File: src/verilog/tcx_pkg.sv
package tcx_pkg;

    // Register indices; the byte address on the bus is four times the index
    localparam logic [7:0] IDX_CONTROL_FLAGS = 8'h88;
    localparam logic [7:0] IDX_MODE_SELECT = 8'h89;
    localparam logic [7:0] IDX_T0_LOW = 8'h8a;
    localparam logic [7:0] IDX_T1_LOW = 8'h8b;
    localparam logic [7:0] IDX_T0_HIGH = 8'h8c;
    localparam logic [7:0] IDX_T1_HIGH = 8'h8d;
    localparam logic [7:0] IDX_IRQ_STATUS = 8'h90;
    localparam logic [7:0] IDX_IRQ_MASK = 8'h91;
    localparam logic [7:0] IDX_VECTOR_ACK = 8'h92;

    // Reset values
    localparam logic [7:0] RST_CONTROL_FLAGS = 8'h00;
    localparam logic [7:0] RST_MODE_SELECT = 8'h00;
    localparam logic [7:0] RST_T0_LOW = 8'h00;
    localparam logic [7:0] RST_T1_LOW = 8'h00;
    localparam logic [7:0] RST_T0_HIGH = 8'h00;
    localparam logic [7:0] RST_T1_HIGH = 8'h00;
    localparam logic [3:0] RST_IRQ_STATUS = 4'h0;
    localparam logic [3:0] RST_IRQ_MASK = 4'h0;

    // Control and flags register bit positions
    localparam int BIT_T1_OVF = 7;
    localparam int BIT_T1_RUN = 6;
    localparam int BIT_T0_OVF = 5;
    localparam int BIT_T0_RUN = 4;
    localparam int BIT_X1_FLAG = 3;
    localparam int BIT_X1_TYPE = 2;
    localparam int BIT_X0_FLAG = 1;
    localparam int BIT_X0_TYPE = 0;

    // Mode select: one nibble per timer, same layout in each
    localparam int NIB_T0 = 0;
    localparam int NIB_T1 = 4;
    localparam int FLD_MODE_LSB = 0;
    localparam int FLD_SOURCE = 2;
    localparam int FLD_GATING = 3;

    // Event positions in status, mask, acknowledge and request vectors
    localparam int EV_T0_OVF = 0;
    localparam int EV_X0 = 1;
    localparam int EV_T1_OVF = 2;
    localparam int EV_X1 = 3;
    localparam int NUM_EV = 4;

    // Pin positions in the conditioned pin vector
    localparam int PIN_X0 = 0;
    localparam int PIN_X1 = 1;
    localparam int PIN_C0 = 2;
    localparam int PIN_C1 = 3;
    localparam int NUM_PINS = 4;

    // Timer mode counts once per this many clock cycles
    localparam int TIMER_TICK_CYCLES = 2;

    typedef enum logic [1:0] {
        TCX_MODE_13BIT,
        TCX_MODE_16BIT,
        TCX_MODE_RELOAD,
        TCX_MODE_SPLIT
    } tcx_mode_t;

    // Count permission from run bit, gating bit and pin level
    function automatic logic tcx_enable(input logic run, input logic gating, input logic pin_high);
        tcx_enable = run & (~gating | pin_high);
    endfunction

endpackage

File: src/verilog/tcx_pin_if.sv
`timescale 1ns/1ps
interface tcx_pin_if;
    logic [3:0] level;
    logic [3:0] fall;
    modport src (output level, output fall);
    modport dst (input level, input fall);
endinterface

File: src/verilog/tcx_pin_sync.sv
`timescale 1ns/1ps
module tcx_pin_sync import tcx_pkg::*; (
    input wire logic pclk,
    input wire logic presetn,
    input wire logic [NUM_PINS-1:0] raw,
    tcx_pin_if.src pins
);
    typedef struct packed {
        logic [NUM_PINS-1:0] s1;
        logic [NUM_PINS-1:0] s2;
        logic [NUM_PINS-1:0] s3;
    } tcx_sync_t;

    tcx_sync_t r;
    tcx_sync_t next_r;

    // Two stages against metastability, third only for edge compare
    always_comb begin
        next_r.s1 = raw;
        next_r.s2 = r.s1;
        next_r.s3 = r.s2;
    end

    // Reset high: pins idle high, so no false fall after release
    always_ff @(posedge pclk or negedge presetn) begin
        if (!presetn) begin
            r <= '1;
        end else begin
            r <= next_r;
        end
    end

    assign pins.level = r.s2;
    assign pins.fall = r.s3 & ~r.s2;
endmodule

File: src/verilog/tcx_count_unit.sv
`timescale 1ns/1ps
module tcx_count_unit import tcx_pkg::*; (
    input wire tcx_mode_t mode,
    input wire logic tick,
    input wire logic [7:0] low,
    input wire logic [7:0] high,
    output logic [7:0] next_low,
    output logic [7:0] next_high,
    output logic ovf
);
    logic [13:0] sum13;
    logic [16:0] sum16;
    logic [8:0] sum8;

    // Candidate sums for each width
    assign sum13 = {1'b0, high, low[4:0]} + 14'h0001;
    assign sum16 = {1'b0, high, low} + 17'h00001;
    assign sum8 = {1'b0, low} + 9'h001;

    // Step the pair by one tick in the chosen mode
    always_comb begin
        next_low = low;
        next_high = high;
        ovf = 1'b0;
        if (tick) begin
            case (mode)
                TCX_MODE_13BIT: begin
                    next_high = sum13[12:5];
                    next_low = {low[7:5], sum13[4:0]};
                    ovf = sum13[13];
                end
                TCX_MODE_16BIT: begin
                    next_high = sum16[15:8];
                    next_low = sum16[7:0];
                    ovf = sum16[16];
                end
                TCX_MODE_RELOAD: begin
                    next_low = sum8[8] ? high : sum8[7:0];
                    ovf = sum8[8];
                end
                TCX_MODE_SPLIT: begin
                    next_low = sum8[7:0];
                    ovf = sum8[8];
                end
                default: begin
                    next_low = low;
                end
            endcase
        end
    end
endmodule

File: src/verilog/tcx_timer_pair.sv
// Our own choice: the APB slave port.
`timescale 1ns/1ps
// What this block does
// - A timer overflow raises its overflow flag, which is cleared when the CPU vectors to its handler.
// - A timer's run bit lets it advance when one and freezes its count when zero.
// - A falling edge on an external interrupt pin sets its edge flag, cleared on vectoring.
// - The trigger-type bit picks level requests while the pin is low (0) or falling-edge requests (1).
// - With gating clear a timer counts whenever run is set; with gating set only while its pin is high too.
// - With count source at zero the timer steps once every two clock cycles.
// - With count source at one the timer steps on each falling edge of its counter pin.
// - Mode 00 runs an 8-bit counter in the high byte fed by a 5-bit prescaler in the low byte.
// - Mode 01 runs one 16-bit counter from the high and low bytes.
// - Mode 10 counts the low byte and reloads it from the high byte on each overflow.
// - Mode 11 stops timer one; timer zero then splits into two 8-bit counters, the high one using timer one's run and flag.
module tcx_timer_pair import tcx_pkg::*; (
    input wire logic pclk,
    input wire logic presetn,
    input wire logic psel,
    input wire logic penable,
    input wire logic pwrite,
    input wire logic [11:0] paddr,
    input wire logic [31:0] pwdata,
    output logic [31:0] prdata,
    output logic pready,
    output logic pslverr,
    input wire logic ext_irq_pin_zero,
    input wire logic ext_irq_pin_one,
    input wire logic counter_input_pin_zero,
    input wire logic counter_input_pin_one,
    output logic [NUM_EV-1:0] int_request,
    output logic irq
);
    typedef struct packed {
        logic [7:0] timer_control_flags;
        logic [7:0] timer_mode_select;
        logic [7:0] timer_zero_low_byte;
        logic [7:0] timer_one_low_byte;
        logic [7:0] timer_zero_high_byte;
        logic [7:0] timer_one_high_byte;
        logic [NUM_EV-1:0] irq_status;
        logic [NUM_EV-1:0] irq_mask;
        logic div_phase;
        logic [31:0] prdata;
        logic pready;
        logic pslverr;
        logic [NUM_EV-1:0] int_request;
        logic irq;
    } tcx_state_t;

    tcx_state_t r;
    tcx_state_t next_r;

    tcx_pin_if pins ();

    tcx_mode_t mode0;
    tcx_mode_t mode1;
    logic tick0;
    logic tick1;
    logic tick_split_high;
    logic [7:0] cu0_low;
    logic [7:0] cu0_high;
    logic cu0_ovf;
    logic [7:0] cu1_low;
    logic [7:0] cu1_high;
    logic cu1_ovf;
    logic [8:0] split_sum;
    logic split_ovf;
    logic t1_ovf_event;
    logic x0_edge;
    logic x1_edge;
    logic setup_phase;
    logic write_done;
    logic access_done;
    logic [7:0] wbyte;

    // Full word address match at index times four
    function automatic logic tcx_hit(input logic [11:0] addr, input logic [7:0] idx);
        tcx_hit = (addr == {2'b00, idx, 2'b00});
    endfunction

    function automatic logic tcx_mapped(input logic [11:0] addr);
        tcx_mapped = tcx_hit(addr, IDX_CONTROL_FLAGS) | tcx_hit(addr, IDX_MODE_SELECT)
            | tcx_hit(addr, IDX_T0_LOW) | tcx_hit(addr, IDX_T1_LOW)
            | tcx_hit(addr, IDX_T0_HIGH) | tcx_hit(addr, IDX_T1_HIGH)
            | tcx_hit(addr, IDX_IRQ_STATUS) | tcx_hit(addr, IDX_IRQ_MASK)
            | tcx_hit(addr, IDX_VECTOR_ACK);
    endfunction

    tcx_pin_sync u_pin_sync (
        .pclk(pclk),
        .presetn(presetn),
        .raw({counter_input_pin_one, counter_input_pin_zero, ext_irq_pin_one, ext_irq_pin_zero}),
        .pins(pins.src)
    );

    assign mode0 = tcx_mode_t'(r.timer_mode_select[NIB_T0 + FLD_MODE_LSB +: 2]);
    assign mode1 = tcx_mode_t'(r.timer_mode_select[NIB_T1 + FLD_MODE_LSB +: 2]);

    // Tick selection: divided clock or counter pin edge, gated by run and pin
    always_comb begin
        tick0 = tcx_enable(r.timer_control_flags[BIT_T0_RUN],
            r.timer_mode_select[NIB_T0 + FLD_GATING], pins.level[PIN_X0])
            & (r.timer_mode_select[NIB_T0 + FLD_SOURCE] ? pins.fall[PIN_C0]
            : r.div_phase);
        tick1 = tcx_enable(r.timer_control_flags[BIT_T1_RUN],
            r.timer_mode_select[NIB_T1 + FLD_GATING], pins.level[PIN_X1])
            & (r.timer_mode_select[NIB_T1 + FLD_SOURCE] ? pins.fall[PIN_C1]
            : r.div_phase)
            & (mode1 != TCX_MODE_SPLIT);
        // Split high byte is a plain timer borrowing timer one's run bit
        tick_split_high = (mode0 == TCX_MODE_SPLIT) & r.timer_control_flags[BIT_T1_RUN] & r.div_phase;
    end

    tcx_count_unit u_count_zero (
        .mode(mode0),
        .tick(tick0),
        .low(r.timer_zero_low_byte),
        .high(r.timer_zero_high_byte),
        .next_low(cu0_low),
        .next_high(cu0_high),
        .ovf(cu0_ovf)
    );

    tcx_count_unit u_count_one (
        .mode(mode1),
        .tick(tick1),
        .low(r.timer_one_low_byte),
        .high(r.timer_one_high_byte),
        .next_low(cu1_low),
        .next_high(cu1_high),
        .ovf(cu1_ovf)
    );

    assign split_sum = {1'b0, r.timer_zero_high_byte} + 9'h001;
    assign split_ovf = tick_split_high & split_sum[8];
    // Timer one's flag answers to the split high byte in that mode
    assign t1_ovf_event = cu1_ovf | split_ovf;

    // Edge requests count only in edge trigger mode
    assign x0_edge = pins.fall[PIN_X0] & r.timer_control_flags[BIT_X0_TYPE];
    assign x1_edge = pins.fall[PIN_X1] & r.timer_control_flags[BIT_X1_TYPE];

    // Bus phases: answer data prepared in setup, so access ends in one cycle
    assign setup_phase = psel & ~penable;
    assign access_done = psel & penable & r.pready;
    assign write_done = access_done & pwrite & ~r.pslverr;
    assign wbyte = pwdata[7:0];

    // Next state: counting, then software writes, then hardware flag sets
    always_comb begin
        next_r = r;
        next_r.div_phase = ~r.div_phase;

        // Counting
        next_r.timer_zero_low_byte = cu0_low;
        next_r.timer_zero_high_byte = (mode0 == TCX_MODE_SPLIT) ? (tick_split_high ? split_sum[7:0]
            : r.timer_zero_high_byte) : cu0_high;
        next_r.timer_one_low_byte = cu1_low;
        next_r.timer_one_high_byte = cu1_high;

        // Register writes; a write beats a tick in the same cycle
        if (write_done) begin
            if (tcx_hit(paddr, IDX_CONTROL_FLAGS)) begin
                next_r.timer_control_flags = wbyte;
            end
            if (tcx_hit(paddr, IDX_MODE_SELECT)) begin
                next_r.timer_mode_select = wbyte;
            end
            if (tcx_hit(paddr, IDX_T0_LOW)) begin
                next_r.timer_zero_low_byte = wbyte;
            end
            if (tcx_hit(paddr, IDX_T1_LOW)) begin
                next_r.timer_one_low_byte = wbyte;
            end
            if (tcx_hit(paddr, IDX_T0_HIGH)) begin
                next_r.timer_zero_high_byte = wbyte;
            end
            if (tcx_hit(paddr, IDX_T1_HIGH)) begin
                next_r.timer_one_high_byte = wbyte;
            end
            if (tcx_hit(paddr, IDX_IRQ_STATUS)) begin
                next_r.irq_status = r.irq_status & ~wbyte[NUM_EV-1:0];
            end
            if (tcx_hit(paddr, IDX_IRQ_MASK)) begin
                next_r.irq_mask = wbyte[NUM_EV-1:0];
            end
            // Acknowledge stands for the CPU vectoring to each handler
            if (tcx_hit(paddr, IDX_VECTOR_ACK)) begin
                if (wbyte[EV_T0_OVF]) begin
                    next_r.timer_control_flags[BIT_T0_OVF] = 1'b0;
                end
                if (wbyte[EV_T1_OVF]) begin
                    next_r.timer_control_flags[BIT_T1_OVF] = 1'b0;
                end
                if (wbyte[EV_X0] & r.timer_control_flags[BIT_X0_TYPE]) begin
                    next_r.timer_control_flags[BIT_X0_FLAG] = 1'b0;
                end
                if (wbyte[EV_X1] & r.timer_control_flags[BIT_X1_TYPE]) begin
                    next_r.timer_control_flags[BIT_X1_FLAG] = 1'b0;
                end
            end
        end

        // Hardware sets win over any clear in the same cycle
        if (cu0_ovf) begin
            next_r.timer_control_flags[BIT_T0_OVF] = 1'b1;
        end
        if (t1_ovf_event) begin
            next_r.timer_control_flags[BIT_T1_OVF] = 1'b1;
        end
        if (x0_edge) begin
            next_r.timer_control_flags[BIT_X0_FLAG] = 1'b1;
        end
        if (x1_edge) begin
            next_r.timer_control_flags[BIT_X1_FLAG] = 1'b1;
        end
        // Level mode: flag follows the low pin, no latching
        if (!r.timer_control_flags[BIT_X0_TYPE]) begin
            next_r.timer_control_flags[BIT_X0_FLAG] = ~pins.level[PIN_X0];
        end
        if (!r.timer_control_flags[BIT_X1_TYPE]) begin
            next_r.timer_control_flags[BIT_X1_FLAG] = ~pins.level[PIN_X1];
        end

        // Sticky status, write one to clear, set wins
        next_r.irq_status[EV_T0_OVF] = next_r.irq_status[EV_T0_OVF] | cu0_ovf;
        next_r.irq_status[EV_T1_OVF] = next_r.irq_status[EV_T1_OVF] | t1_ovf_event;
        next_r.irq_status[EV_X0] = next_r.irq_status[EV_X0] | x0_edge
            | (~r.timer_control_flags[BIT_X0_TYPE] & pins.fall[PIN_X0]);
        next_r.irq_status[EV_X1] = next_r.irq_status[EV_X1] | x1_edge
            | (~r.timer_control_flags[BIT_X1_TYPE] & pins.fall[PIN_X1]);
        next_r.irq = |(next_r.irq_status & next_r.irq_mask);

        // Request lines toward the CPU interrupt logic
        next_r.int_request[EV_T0_OVF] = next_r.timer_control_flags[BIT_T0_OVF];
        next_r.int_request[EV_T1_OVF] = next_r.timer_control_flags[BIT_T1_OVF];
        next_r.int_request[EV_X0] = next_r.timer_control_flags[BIT_X0_FLAG];
        next_r.int_request[EV_X1] = next_r.timer_control_flags[BIT_X1_FLAG];

        // Bus answer: data and error captured at setup, ready for access
        if (setup_phase) begin
            next_r.pready = 1'b1;
            next_r.pslverr = ~tcx_mapped(paddr);
            next_r.prdata = 32'h0000_0000;
            if (tcx_hit(paddr, IDX_CONTROL_FLAGS)) begin
                next_r.prdata[7:0] = r.timer_control_flags;
            end
            if (tcx_hit(paddr, IDX_MODE_SELECT)) begin
                next_r.prdata[7:0] = r.timer_mode_select;
            end
            if (tcx_hit(paddr, IDX_T0_LOW)) begin
                next_r.prdata[7:0] = r.timer_zero_low_byte;
            end
            if (tcx_hit(paddr, IDX_T1_LOW)) begin
                next_r.prdata[7:0] = r.timer_one_low_byte;
            end
            if (tcx_hit(paddr, IDX_T0_HIGH)) begin
                next_r.prdata[7:0] = r.timer_zero_high_byte;
            end
            if (tcx_hit(paddr, IDX_T1_HIGH)) begin
                next_r.prdata[7:0] = r.timer_one_high_byte;
            end
            if (tcx_hit(paddr, IDX_IRQ_STATUS)) begin
                next_r.prdata[NUM_EV-1:0] = r.irq_status;
            end
            if (tcx_hit(paddr, IDX_IRQ_MASK)) begin
                next_r.prdata[NUM_EV-1:0] = r.irq_mask;
            end
        end else if (access_done) begin
            next_r.pready = 1'b0;
            next_r.pslverr = 1'b0;
        end
    end

    // All state in one register
    always_ff @(posedge pclk or negedge presetn) begin
        if (!presetn) begin
            r.timer_control_flags <= RST_CONTROL_FLAGS;
            r.timer_mode_select <= RST_MODE_SELECT;
            r.timer_zero_low_byte <= RST_T0_LOW;
            r.timer_one_low_byte <= RST_T1_LOW;
            r.timer_zero_high_byte <= RST_T0_HIGH;
            r.timer_one_high_byte <= RST_T1_HIGH;
            r.irq_status <= RST_IRQ_STATUS;
            r.irq_mask <= RST_IRQ_MASK;
            r.div_phase <= 1'b0;
            r.prdata <= 32'h0000_0000;
            r.pready <= 1'b0;
            r.pslverr <= 1'b0;
            r.int_request <= 4'h0;
            r.irq <= 1'b0;
        end else begin
            r <= next_r;
        end
    end

    assign prdata = r.prdata;
    assign pready = r.pready;
    assign pslverr = r.pslverr;
    assign int_request = r.int_request;
    assign irq = r.irq;
endmodule

File: config.mk
export PLATFORM = sky130hd
export DESIGN_NAME = tcx_timer_pair
export DESIGN_NICKNAME = d
export VERILOG_FILES = /design/src/verilog/tcx_pkg.sv /design/src/verilog/tcx_pin_if.sv /design/src/verilog/tcx_pin_sync.sv /design/src/verilog/tcx_count_unit.sv /design/src/verilog/tcx_timer_pair.sv
export SDC_FILE = /design/constraint.sdc
export NUM_CORES = 1
export LEC_CHECK = 0
export BUFFER_PORTS_ARGS = -buffer_cell sky130_fd_sc_hd__buf_2
export CAP_MARGIN = 30
export CORE_ASPECT_RATIO = 0.7
export CORE_MARGIN = 10
export CORE_UTILIZATION = 40
export DETAILED_ROUTE_END_ITERATION = 7
export GPL_TIMING_DRIVEN = 0
export PLACE_DENSITY = 0.6
export SLEW_MARGIN = 20
export SYNTH_ARGS = -nofsm -noshare
export SYNTH_HDL_FRONTEND = slang
export SYNTH_SLANG_ARGS = --single-unit
File: constraint.sdc
create_clock -name pclk -period 4.8 [get_ports pclk]
set_input_delay 0.72 -clock pclk [delete_from_list [all_inputs] [get_ports pclk]]
set_output_delay 0.72 -clock pclk [all_outputs]
set_load 0.01 [all_outputs]
======== Word-level counts from Yosys, hierarchy flattened ========
Index checks and enable logic that the tools add are counted.
storage, ports and cells
  word-level logic and storage cells ...... 151
  flip-flop bits (word level) ............. 84
cells by class
  reduce and logical (&&, ||, !) cells .... 8
  muxes and demuxes ....................... 51
  add/subtract/negate cells ............... 7
  bitwise logic cells ..................... 51
  eq/ne operators ......................... 16
operator list
  kind                                                                      count
  8-bit two-way mux                                                         20
  12-bit by 10-bit equality test with 1-bit output (second input constant)  9
  8-bit case mux with 4 select lines                                        2
  56-bit two-way mux                                                        1
  16-bit by 1-bit adder with 17-bit output (second input constant)          2
  8-bit case mux with 2 select lines                                        2
  13-bit by 1-bit adder with 14-bit output (second input constant)          2
  8-bit by 1-bit adder with 9-bit output (second input constant)            3
  1-bit bitwise AND                                                         19
  1-bit two-way mux                                                         18
  1-bit OR                                                                  17
  4-bit two-way mux                                                         4
  4-bit bitwise AND                                                         3
  1-bit NOT                                                                 10
  2-bit equality test (second input constant)                               4
  4-bit NOT                                                                 2
  1-bit case mux with 3 select lines                                        2
  2-bit by 1-bit equality test with 1-bit output (second input constant)    2
  2-bit zero test                                                           2
  2-bit two-way mux                                                         2
  2-bit AND reduction                                                       2
  2-bit OR reduction                                                        2
  4-bit OR reduction                                                        1
  2-bit inequality test (second input constant)                             1
  2-bit nonzero test                                                        1

======== Logic depth before layout (Yosys ltp) ========
  depth in word-level cells ............... 12
  gate-level depth with buffers ........... 8
  gate-level depth less buffers ........... 7

======== Modules after synthesis ========
From an unflattened synthesis, not the netlist that was laid out.
second synthesis, totals
  cells, all modules ...................... 605
  area total of the unflattened synthesis .. 5517.8 µm²
modules (own cells, without submodules)
  module          cells each  area an instance (µm²)  seq. area each (µm²)  times used
  tcx_timer_pair  393         3916.3                  1701.6                1
  tcx_count_unit  96          600.6                   0.0                   2
  tcx_pin_sync    20          400.4                   315.3                 1

======== Worst setup path after synthesis ========
Ideal clock, no wire load.
  kind .................................... input-to-reg
  start ................................... input port paddr[3]
  end ..................................... register irq (netlist name)
  stages on the path ...................... 7
  setup slack ............................. 2.177 ns
  setup time .............................. 0.129 ns
  arrival time ............................ 2.494 ns
  path through ............................ buf_4 -> nor4b_2 -> nand3_1 -> nor2_2 -> mux2_2 -> o21a_1 -> a2111o_1
RTL lines
  element      RTL line              source
  from (decl)  tcx_timer_pair.sv:21  input wire logic [11:0] paddr,

==> metrics <==
Remaining DRCs=0; Resize count post-CTS=0; Wirelength per Cell=20.7 µm; max cap viols=0; Num CTS Buffers=9; Worst Max-Slew Pin Slew=0.862 ns; placed inst area=5800 µm²; gpl congestion=0.922; Clk pwr share=a little under half; Post-Synth Simple-Gate Area=21.1%; Iteration-0 DRC Markers=552; FF+latch area=2020 µm²; area grow syn2layout=15.7%; proportion of layout cells with a drive suffix above 1=between 20% and 30%; Leak=0.00259 µW; Syn. warnings=0; initial core utilization=40.5%; crit-path max FO=10; crit share post-route=59.4%; RSZ-0062 raised after global routing=no; Psw=400 µW; Clock Skew=around 0.0078 ns; Diodes inserted=0; worst-skew pair later-pin latency=0.35 ns; top routing layer in use=met4; Distinct cells, synth=74; routed wire length=17.4 mm; WP data required=5.03 ns; status=completed; postcts setup bufs=0; via count=4920; CTS tree=done; fin crit period=approximately 2.9 ns; Critical Path Start Type=input port; WHS=between 0.2 and 0.3 ns; Comb power frac=8.3%; Chip Height=roughly 120 µm; final setup vio count=0; pre-CTS WS=1.68 ns; clk buf depth=2; Mapped Avg Cell Area=8.90 µm²; post-synthesis adder-cell area fraction=less than 1%; IR drop worst, VDD=~0.17 mV; Synth Instances=593; total grt overflow=0; io pins=between 90 and 100; Multi-input gate area=between 2000 and 3000 µm²; top_reg_cell synth=dfrtp_1; Final Hold Vio Count=0; Net Sw Frac=26.7%; internal power=around 1100 µW; core area=13100 µm²; H-tree levels=3; row cnt=35; R2R cell count=6; drt via density=5.85; max_slew headroom=~42%; die span in x=157 µm; final worst slack=1.95 ns; fillers=1301; initial antenna violation count=0; Setup CP Type=in2reg; DR WL met3=1.65 mm; first-pass GRT wire length=~27 mm; Achievable Freq=around 350 MHz; Pwr Density=245 nW/µm²; register area share after synthesis=38.2%; async set-reset flop share out of synthesis=100%; Sequential Power Share=46.5%; setup TNS=0 ns; Sink Count=80; WP data arrival=3.08 ns; Post-Syn Area=around 5300 µm²; antenna viol nets, final=0; largest family of logic cells by synthesized area=simple AND/OR/NAND/NOR gates; nets=approximately 730; synthesized flop and latch total=80; # hold bufs at CTS=0; # port buffers=40; Max Slew Vio Count=0; die area=18300 µm²; gr usage total=19.2%; DRT Pass-1 Iters=6; post-route cell area=roughly 6100 µm²; clk slew on worst S/H paths=roughly 0.07 ns; wire length on met2=7.36 mm; Min-Delay Path Class=in2async; compound-cell area share of the yosys netlist=20.0%; DRT met1 WL=~8.2 mm; mux contribution to synthesized area=8.34%; clk root buf=clkbuf_16; XOR/XNOR Fraction of Synth Area=2.82%; CP Capture Type=register; vias in the first global route=4695; EDFF count, synth=0; Detailed Place HPWL=13.3 mm; largest net degree at the start of global routing=54; Layout Cells excl Fill=between 800 and 900; placed cells=823
[cell usage in the layout, fill, tap and decap left out, types with 5 or more instances in the layout]
cell type  instances
a21o_1             5
or2_2              5
a31oi_1            7
clkbuf_16          9
a211oi_1           6
nand4_1            7
dfstp_2           12
xor2_1             6
nor3_1            15
xnor2_1           11
buf_4             39
a21oi_1           39
o22ai_1            7
mux4_2             8
clkbuf_1          20
mux2_2            16
nor4_1             7
conb_1            24
nand3_1           24
buf_2             43
o21ai_0           53
and3_1             6
inv_1             19
nor2_1            45
mux2i_1            8
dfrtp_1           68
nand2_1           60
[sequential cells by signal, summed over array words and instances, names as in the netlist]
name,cells
irq,1
u_pin_sync.r,4
pready,1
u_pin_sync.pins.level,4
mode1,2
mode0,2
int_request,3
pslverr,1
prdata,8
u_pin_sync.next_r,4
r,50
[routing by layer]
layer	track usage (%)	vias to the layer above
li1	-	2285
met1	28.2	2396
met2	27.8	225
met3	4.71	14
met4	4.35	0
met5	0	-
[stage by stage]
step	total power, µW	utilization (%)
global placement	825	44.2
CTS	1510	46.7
finish	1500	46.8
floorplan	771	-
detailed placement	830	44.5
global route	1550	46.8
[path summary, 6_finish.rpt]
| path | start | end | slack (ns) |
|---|---|---|---|
| min in group pclk | u_pin_sync.next_r[5] | u_pin_sync.pins.level[1] | 0.36 |
| setup reg to reg | pslverr | int_request[2] | 2.17 |
| hold / removal | presetn | r[60] | 0.30 |
| max in group asynchronous | presetn | u_pin_sync.pins.level[1] | 3.85 |
| hold reg to reg | u_pin_sync.next_r[5] | u_pin_sync.pins.level[1] | 0.36 |
| setup / recovery | paddr[3] | irq | 1.95 |
[critical path, stage by stage]
cell	delay (ns)
buf_2	0.11
buf_4	0.18
nor4b_2	0.58
nand3_1	0.34
nor2_2	0.31
mux2_2	0.39
o31a_1	0.15
a2111o_1	0.30
[area by class of cell]
type	count	area share, %
inverter	19	1.17
clock buffer	9	3.69
tap	166	3.40
multi-input combinational	452	47.3
clock inverter	7	1.02
timing repair buffer	43	4.05
sequential	80	33.0
buffer	65	6.39
[synthesized netlist by cell type, types with 12 or more instances]
library cell,number,area [µm²]
inv_1,19,71.3
nor2_1,45,169
o21ai_0,53,265
mux2_2,16,180
a21oi_1,39,195
nand3_1,24,120
dfrtp_1,68,1700
dfstp_2,12,315
nor3_1,15,75.1
nand2_1,60,225
clkbuf_1,20,75.1
buf_4,38,285
[cell families after synthesis]
kind of cell / after synthesis
and+or+nand+nor: 209
AOI/OAI and AO/OA: 167
buffers and inverters: 84
DFF: 80
muxes: 32
xor gates and xnor gates: 17
adders and majority gates: 3
other: 1
[power groups by stage]
| stage | registers [µW] | logic, µW | clock network (µW) |
|---|---|---|---|
| after CTS | 695 | 123 | 692 |
| after global routing | 696 | 137 | 715 |
| after floorplan | 705 | 66.2 | 0 |
| after detailed placement | 708 | 122 | 0 |
| after global placement | 707 | 118 | 0 |
| final | 695 | 124 | 676 |
Power figures use the tool's default switching activity.
